==> src/logic/art_pkg.sv <==
// Purpose: constants and types shared by the auto-reload timer
// Assumes: 8-bit special function register bus, 50 MHz system clock
// Notes: control register layout matches its bit order, msb first
package art_pkg;

    // special function register addresses
    localparam logic [7:0] ADDR_TIMER_CONTROL = 8'hC8;
    localparam logic [7:0] ADDR_RELOAD_LOW = 8'hCA;
    localparam logic [7:0] ADDR_RELOAD_HIGH = 8'hCB;
    localparam logic [7:0] ADDR_COUNT_LOW = 8'hCC;
    localparam logic [7:0] ADDR_COUNT_HIGH = 8'hCD;

    // control register bit positions
    localparam int BIT_HIGH_FLAG = 7;
    localparam int BIT_LOW_FLAG = 6;
    localparam int BIT_LOW_IRQ_EN = 5;
    localparam int BIT_CAPTURE_EN = 4;
    localparam int BIT_SPLIT = 3;
    localparam int BIT_RUN = 2;
    localparam int BIT_UNUSED = 1;
    localparam int BIT_EXT_SEL = 0;

    // reset values
    localparam logic [7:0] CONTROL_RESET = 8'h00;
    localparam logic [7:0] BYTE_RESET = 8'h00;

    // clock dividers
    localparam int SYS_DIV = 12;
    localparam int EXT_DIV = 8;
    localparam logic [3:0] SYS_DIV_LAST = 4'(SYS_DIV - 1);
    localparam logic [2:0] EXT_DIV_LAST = 3'(EXT_DIV - 1);

    // byte limits
    localparam logic [7:0] BYTE_MAX = 8'hFF;

    typedef struct packed {
        logic high_overflow_flag;
        logic low_overflow_flag;
        logic low_byte_irq_enable;
        logic capture_enable;
        logic split_mode_select;
        logic run_control;
        logic unused;
        logic external_clock_select;
    } art_ctrl_s;

    typedef struct packed {
        logic [7:0] addr;
        logic [7:0] wdata;
        logic wr;
        logic rd;
        logic bit_wr;
        logic [2:0] bit_sel;
        logic bit_val;
    } art_sfr_req_s;

endpackage : art_pkg

==> src/logic/art_timer.sv <==
// Purpose: 16-bit auto-reload timer with split mode and oscillator capture
// Assumes: one system clock; external and low-frequency clocks are async pins
// Notes: byte clock selects and timer irq enable arrive from other registers
module art_timer (
    // clock and reset
    input wire logic sys_clk_in,
    input wire logic sys_rst_in,
    // special function register bus
    input wire art_pkg::art_sfr_req_s sfr_req_in,
    output logic [7:0] sfr_rdata_out,
    // settings held in other registers
    input wire logic high_byte_clock_select_in,
    input wire logic low_byte_clock_select_in,
    input wire logic timer_irq_enable_in,
    // asynchronous clock pins
    input wire logic ext_osc_in,
    input wire logic low_freq_oscillator_in,
    // interrupt request
    output logic irq_out
);

    art_pkg::art_ctrl_s ctrl_r;
    logic [7:0] count_low_byte_r;
    logic [7:0] count_high_byte_r;
    logic [7:0] reload_low_byte_r;
    logic [7:0] reload_high_byte_r;
    logic [7:0] rdata_r;
    logic irq_r;
    logic [3:0] sys_div_r;
    logic [3:0] sys_div_nxt;
    logic [2:0] ext_div_r;
    logic [2:0] ext_div_nxt;
    logic [1:0] pin_raw;
    logic [1:0] pin_rise;
    logic [1:0] pin_fall;
    logic sys_tick;
    logic ext_tick;
    logic low_tick;
    logic high_tick;
    logic low_inc;
    logic high_inc;
    logic low_wrap;
    logic high_wrap;
    logic capture_evt;
    logic wr_ctrl;
    logic bit_ctrl;
    logic wr_count_low;
    logic wr_count_high;
    logic wr_reload_low;
    logic wr_reload_high;
    logic low_at_max;
    logic high_at_max;
    logic set_high_flag;
    logic set_low_flag;
    logic [7:0] rd_value;
    logic high_pending;
    logic low_pending;
    logic irq_nxt;

    // selected count tick for one byte
    function automatic logic pick_tick(input logic sel, input logic ext, input logic s12,
                                       input logic e8);
        if (sel) begin
            pick_tick = 1'b1;
        end else if (ext) begin
            pick_tick = e8;
        end else begin
            pick_tick = s12;
        end
    endfunction

    // byte write strobe aimed at one register address
    function automatic logic write_hit(input art_pkg::art_sfr_req_s req,
                                       input logic [7:0] addr);
        write_hit = req.wr && (req.addr == addr);
    endfunction

    // byte about to wrap on its next count
    function automatic logic at_max(input logic [7:0] value);
        at_max = (value == art_pkg::BYTE_MAX);
    endfunction

    // two-flop synchronisers plus an edge-history flop, one per pin
    assign pin_raw = {low_freq_oscillator_in, ext_osc_in};

    generate
        for (genvar p = 0; p < 2; p++) begin : g_sync
            logic [2:0] stage_r;

            always_ff @(posedge sys_clk_in or posedge sys_rst_in) begin
                if (sys_rst_in) begin
                    stage_r <= 3'h0;
                end else begin
                    stage_r <= {stage_r[1:0], pin_raw[p]};
                end
            end

            // only the second and third flops feed the edge detectors
            assign pin_rise[p] = stage_r[1] && !stage_r[2];
            assign pin_fall[p] = !stage_r[1] && stage_r[2];
        end
    endgenerate

    // prescaler next values: divide by 12 free-running, divide by 8 on external pin rising edges
    always_comb begin
        if (sys_div_r == art_pkg::SYS_DIV_LAST) begin
            sys_div_nxt = 4'h0;
        end else begin
            sys_div_nxt = sys_div_r + 4'h1;
        end
        if (pin_rise[0]) begin
            ext_div_nxt = ext_div_r + 3'h1;
        end else begin
            ext_div_nxt = ext_div_r;
        end
    end

    // system clock prescaler
    always_ff @(posedge sys_clk_in or posedge sys_rst_in) begin
        if (sys_rst_in) begin
            sys_div_r <= 4'h0;
        end else begin
            sys_div_r <= sys_div_nxt;
        end
    end

    // external clock prescaler on synchronised rising edges
    always_ff @(posedge sys_clk_in or posedge sys_rst_in) begin
        if (sys_rst_in) begin
            ext_div_r <= 3'h0;
        end else begin
            ext_div_r <= ext_div_nxt;
        end
    end

    // count clock selection per byte
    always_comb begin
        sys_tick = (sys_div_r == art_pkg::SYS_DIV_LAST);
        ext_tick = pin_rise[0] && (ext_div_r == art_pkg::EXT_DIV_LAST);
        low_tick = pick_tick(low_byte_clock_select_in, ctrl_r.external_clock_select,
                             sys_tick, ext_tick);
        high_tick = pick_tick(high_byte_clock_select_in, ctrl_r.external_clock_select,
                              sys_tick, ext_tick);
        capture_evt = ctrl_r.capture_enable && pin_fall[1];
    end

    // mode gating and wrap detection
    always_comb begin
        low_at_max = at_max(count_low_byte_r);
        high_at_max = at_max(count_high_byte_r);
        if (ctrl_r.split_mode_select) begin
            low_inc = low_tick;
            high_inc = high_tick && ctrl_r.run_control;
        end else begin
            low_inc = low_tick && ctrl_r.run_control;
            high_inc = low_inc && low_at_max;
        end
        low_wrap = low_inc && low_at_max;
        high_wrap = high_inc && high_at_max;
    end

    // hardware flag events; these override a software clear in the same cycle
    always_comb begin
        set_high_flag = high_wrap || capture_evt;
        set_low_flag = low_wrap;
    end

    // register bus decode
    always_comb begin
        wr_ctrl = write_hit(sfr_req_in, art_pkg::ADDR_TIMER_CONTROL);
        bit_ctrl = sfr_req_in.bit_wr && (sfr_req_in.addr == art_pkg::ADDR_TIMER_CONTROL);
        wr_count_low = write_hit(sfr_req_in, art_pkg::ADDR_COUNT_LOW);
        wr_count_high = write_hit(sfr_req_in, art_pkg::ADDR_COUNT_HIGH);
        wr_reload_low = write_hit(sfr_req_in, art_pkg::ADDR_RELOAD_LOW);
        wr_reload_high = write_hit(sfr_req_in, art_pkg::ADDR_RELOAD_HIGH);
    end

    // control register: byte and bit writes, flags set by hardware
    always_ff @(posedge sys_clk_in or posedge sys_rst_in) begin
        if (sys_rst_in) begin
            ctrl_r <= art_pkg::CONTROL_RESET;
        end else begin
            if (wr_ctrl) begin
                ctrl_r <= sfr_req_in.wdata;
            end else if (bit_ctrl) begin
                ctrl_r[sfr_req_in.bit_sel] <= sfr_req_in.bit_val;
            end
            ctrl_r.unused <= 1'b0;
            if (set_high_flag) begin
                ctrl_r.high_overflow_flag <= 1'b1;
            end
            if (set_low_flag) begin
                ctrl_r.low_overflow_flag <= 1'b1;
            end
        end
    end

    // low count byte
    always_ff @(posedge sys_clk_in or posedge sys_rst_in) begin
        if (sys_rst_in) begin
            count_low_byte_r <= art_pkg::BYTE_RESET;
        end else if (wr_count_low) begin
            count_low_byte_r <= sfr_req_in.wdata;
        end else if (low_wrap) begin
            if (ctrl_r.split_mode_select || high_wrap) begin
                count_low_byte_r <= reload_low_byte_r;
            end else begin
                count_low_byte_r <= 8'h00;
            end
        end else if (low_inc) begin
            count_low_byte_r <= count_low_byte_r + 8'h01;
        end
    end

    // high count byte
    always_ff @(posedge sys_clk_in or posedge sys_rst_in) begin
        if (sys_rst_in) begin
            count_high_byte_r <= art_pkg::BYTE_RESET;
        end else if (wr_count_high) begin
            count_high_byte_r <= sfr_req_in.wdata;
        end else if (high_wrap) begin
            count_high_byte_r <= reload_high_byte_r;
        end else if (high_inc) begin
            count_high_byte_r <= count_high_byte_r + 8'h01;
        end
    end

    // reload low byte, loaded by software or by a capture
    always_ff @(posedge sys_clk_in or posedge sys_rst_in) begin
        if (sys_rst_in) begin
            reload_low_byte_r <= art_pkg::BYTE_RESET;
        end else if (capture_evt) begin
            reload_low_byte_r <= count_low_byte_r;
        end else if (wr_reload_low) begin
            reload_low_byte_r <= sfr_req_in.wdata;
        end
    end

    // reload high byte, same priority as the low byte
    always_ff @(posedge sys_clk_in or posedge sys_rst_in) begin
        if (sys_rst_in) begin
            reload_high_byte_r <= art_pkg::BYTE_RESET;
        end else if (capture_evt) begin
            reload_high_byte_r <= count_high_byte_r;
        end else if (wr_reload_high) begin
            reload_high_byte_r <= sfr_req_in.wdata;
        end
    end

    // read multiplexer; unmapped addresses read zero
    always_comb begin
        case (sfr_req_in.addr)
            art_pkg::ADDR_TIMER_CONTROL: rd_value = ctrl_r;
            art_pkg::ADDR_RELOAD_LOW: rd_value = reload_low_byte_r;
            art_pkg::ADDR_RELOAD_HIGH: rd_value = reload_high_byte_r;
            art_pkg::ADDR_COUNT_LOW: rd_value = count_low_byte_r;
            art_pkg::ADDR_COUNT_HIGH: rd_value = count_high_byte_r;
            default: rd_value = 8'h00;
        endcase
    end

    // read data, one cycle after the read strobe, zero otherwise
    always_ff @(posedge sys_clk_in or posedge sys_rst_in) begin
        if (sys_rst_in) begin
            rdata_r <= 8'h00;
        end else if (sfr_req_in.rd) begin
            rdata_r <= rd_value;
        end else begin
            rdata_r <= 8'h00;
        end
    end

    // pending sources: high flag always, low flag only with its enable
    always_comb begin
        high_pending = ctrl_r.high_overflow_flag;
        low_pending = ctrl_r.low_byte_irq_enable && ctrl_r.low_overflow_flag;
        irq_nxt = timer_irq_enable_in && (high_pending || low_pending);
    end

    // interrupt request follows the pending flags gated by timer_irq_enable_in, one cycle later
    always_ff @(posedge sys_clk_in or posedge sys_rst_in) begin
        if (sys_rst_in) begin
            irq_r <= 1'b0;
        end else begin
            irq_r <= irq_nxt;
        end
    end

    assign sfr_rdata_out = rdata_r;
    assign irq_out = irq_r;

endmodule // art_timer

==> config.mk <==
export PLATFORM = sky130hd
export DESIGN_NAME = art_timer
export DESIGN_NICKNAME = d
export VERILOG_FILES = /design/src/logic/art_pkg.sv /design/src/logic/art_timer.sv
export SDC_FILE = /design/constraint.sdc
export NUM_CORES = 1
export LEC_CHECK = 0
export BUFFER_PORTS_ARGS = -buffer_cell sky130_fd_sc_hd__buf_2
export CELL_PAD_IN_SITES_DETAIL_PLACEMENT = 0
export CELL_PAD_IN_SITES_GLOBAL_PLACEMENT = 1
export CORE_MARGIN = 3
export CORE_UTILIZATION = 45
export CTS_CLUSTER_DIAMETER = 50
export DETAILED_ROUTE_END_ITERATION = 6
export GPL_TIMING_DRIVEN = 0
export PLACE_DENSITY_LB_ADDON = 0.25
export SLEW_MARGIN = 10
export SYNTH_ARGS = -nofsm -noshare
export SYNTH_HDL_FRONTEND = slang
export SYNTH_SLANG_ARGS = --single-unit
==> constraint.sdc <==
create_clock -name sys_clk_in -period 2.7 [get_ports sys_clk_in]
set_input_delay 0.27 -clock sys_clk_in [delete_from_list [all_inputs] [get_ports sys_clk_in]]
set_output_delay 0.27 -clock sys_clk_in [all_outputs]
set_load 0.02 [all_outputs]
==> results.py <==
metrics = {
    "global_route": {
        "grt_pass1_vias": 2930,
        "grt_max_degree": 62,
        "grt_pass1_wl_um": 15500,
        "grt_overflow": 0,
        "track_usage_pct": 23.0,
        "antenna_found_initial": 0,
    },
    "synthesis": {
        "synth_enable_flop_cells": 0,
        "synth-xor-area-share_pct": 1.51,
        "syn_avg_cell_area_sq_um": 9.48,
        "synth_area_sq_um": 3490,
        "yosys_warnings": 0,
        "yosys.area_share.simple_pct": 18.5,
        "synthCells": 368,
        "synth_mux_area_share_pct": 8.86,
        "ys_seq_area_share_pct": 43.8,
        "synth_nets": 403,
        "synth_compound_area_share_pct": 21.6,
        "ys_types": 59,
        "synth-async-reset-ratio_pct": 100,
        "yosys.area_share.adder_pct": 1.79,
        "ys.flop_type": "dfrtp_1",
        "ys_seq_elements": 61,
        "synth_top_family_by_area": "compound AO/OA/AOI/OAI gates",
    },
    "timing": {
        "fmax_mhz": 467,
        "rsz0062_at_grt": "no",
        "slew_headroom_pct": 49.0,
        "finalMaxSlewViolations": 0,
        "fin_crit_ns": 2.14,
        "holdWs_ns": 0.0207,
        "period_share_pct": 79.4,
        "finalSetupViolCount": 0,
        "tightest_slew_ns": 0.764,
        "fin_tns_setup_ns": 0,
        "hold_viol_final": 0,
        "fin_skew_ns": 0.00681,
    },
    "die": {
        "core-area_sq_um": 7370,
        "initial_core_util_pct": 47.3,
        "die_x_um": 94.0,
        "ioPinCount": 39,
        "die_h_um": 94.0,
        "rows": 31,
        "die_area_sq_um": 8840,
    },
    "drt": {
        "drtPass1Iterations": 4,
        "drt_iter0_markers": 264,
        "viasPerCell": 5.93,
        "drcViolationCount": 0,
        "wl_um": 9680,
        "wl_per_cell_um": 18.7,
        "postRouteAntennaNets": 0,
        "vias": 3079,
    },
    "cts": {
        "cts_tree": "built",
        "clockRootBuffer": "clkbuf_8",
        "clkSinkCount": 61,
        "cts_resized": 0,
        "path_clk_slew_ns": 0.07,
        "insertion_delay_ns": 0.35,
        "clk_path_buf_depth": 2,
        "htree_levels": 3,
        "cts_inserted_buffers": 9,
        "hold_buffers": 0,
        "postCtsSetupRepairBufs": 0,
    },
    "critical_path": {
        "worstPathRequired_ns": 2.94,
        "crit_type": "register to register",
        "critPathArrivalTime_ns": 2.38,
        "end_kind": "register",
        "critPathMaxFanout": 7,
        "start_kind": "register",
    },
    "min_path": {
        "hold_path_class": "primary input to register",
    },
    "power": {
        "vdd_drop_max_v": 0.000307,
        "p_per_area_nw_per_um2": 663,
        "p_leak_nw": 1.78,
    },
    "placement": {
        "io_buffers": 36,
        "gp_congestion": 0.957,
        "dp_hpwl_um": 6940,
    },
    "finish": {
        "area_delta_synth_final_pct": 14.7,
        "antenna_cells": 0,
        "final_nets": 450,
        "utilization_pct": 54.3,
        "drive_above_1_share_pct": 19.3,
    },
    "job": {
        "maxCapViolations": 0,
    },
    "status": {
        "outcome": "complete, no violations",
    },
}
-- layer usage --
metal	routed length [um]	track usage [%]	part of all wire (%)	vias to the layer above
met5	0	0	0	-
li1	-	-	-	1478
met2	4360	35.5	45	108
met4	181	8.66	1.9	0
met1	4300	32.7	44	1478
met3	841	3.29	8.7	15
-- area by class of cell --
type / count / area [sq um]
buffer: 23 / 108
clock buffer: 11 / 131
clock inverter: 5 / 75.1
fill: 709 / 3370
inverter: 9 / 36.3
multi-input combinational: 275 / 1820
sequential: 61 / 1530
tap: 99 / 124
timing repair buffer: 36 / 180
-- cells in the mapped netlist, drive strengths merged, types with 3 or more instances --
cell type  instances  area share (%)
xor2               3            0.75
and3               7             1.3
a22oi             16             3.4
nor3               5             1.4
inv                9            0.97
nand2             35             3.9
nor2              29             3.1
o22ai              7             1.3
a31oi             14             2.5
clkbuf            13             1.5
mux2               7             2.3
nor3b              3            0.65
nand3             10             1.4
and4               4             1.0
xnor2              3            0.75
o21ai             19             2.7
ha                 5             1.8
buf               10             1.5
nand4              6             1.1
dfrtp             61              44
mux2i             23             6.6
o31ai              6             1.3
a21oi             35             5.0
nor2b              4            0.72
-- metrics by stage --
stage / setup slack [ns] / total power [mW] / area (sq um) / cells
2_1_floorplan: 0.709 / 1.61 / 3490 / 368
3_3_place_gp: 0.110 / 1.77 / 3790 / 503
3_5_place_dp: 0.572 / 1.79 / 3790 / 503
4_1_cts: 0.548 / 2.66 / 4000 / 519
5_1_grt: 0.435 / 2.80 / 4000 / 519
6_report: 0.557 / 2.65 / 4000 / 519
-- cell usage in the layout (no fill, tap or decap), types with 3 or more instances in the layout --
cell	instances
xnor2_1	3
nor3b_1	3
mux2i_1	23
nor2b_1	4
clkbuf_1	11
o22ai_1	7
and3_1	7
inv_1	8
clkinv_2	3
xor2_1	3
mux2_2	7
clkbuf_8	9
dfrtp_1	61
nand2_1	33
nor3_1	3
ha_1	5
clkbuf_2	4
o31ai_1	6
nand3_1	10
a22oi_1	16
nand4_1	6
and4_1	4
o21ai_0	17
a31oi_1	14
buf_2	43
a21oi_1	35
nor2_1	29
-- where the power goes --
part	switching (mW)	internal, mW	leakage [nW]	total (mW)
combinational	0.293	0.240	0.939	0.533
sequential	0.165	1.08	0.729	1.24
clock	0.362	0.515	0.107	0.877
-- critical path: stages, from the launching register on --
cell and delay (ns):
dfrtp_1 0.40, ha_1 0.20, ha_1 0.18, and4b_2 0.25
o32ai_4 0.37, nor3_4 0.13, a211o_1 0.31, a22o_1 0.19
-- cell families after synthesis --
| family | after synthesis |
|---|---|
| XOR/XNOR | 6 |
| AO/OA/AOI/OAI | 115 |
| adder cells (fa/ha/maj) | 5 |
| flip-flops | 61 |
| buffers and inverters | 32 |
| AND/OR/NAND/NOR | 119 |
| multiplexers | 30 |
-- sequential cells by signal (all words and copies together) (netlist names) --
register and count:
reload_low_byte_r 8, irq_out 1, count_high_byte_r 8, sfr_rdata_out 8, count_low_byte_r 8, high_pending 1
g_sync.stage_r 6, ext_div_r 3, reload_high_byte_r 8, sys_div_r 4, ctrl_r 6
-- path summary, 6_finish.rpt --
path / cells past startpoint / from / end / slack [ns]
max reg2reg: 7 / ext_div_r[0] / count_low_byte_r[2] / 0.56
max: 7 / ext_div_r[0] / count_low_byte_r[2] / 0.56
min in group asynchronous: 2 / sys_rst_in / ctrl_r[2] / 0.06
min: 1 / ext_osc_in / g_sync[0].stage_r[0] / 0.02
min reg2reg: 0 / g_sync[0].stage_r[0] / g_sync[0].stage_r[1] / 0.35
max in group asynchronous: 2 / sys_rst_in / reload_low_byte_r[4] / 2.13
Power figures use the tool's default switching activity.
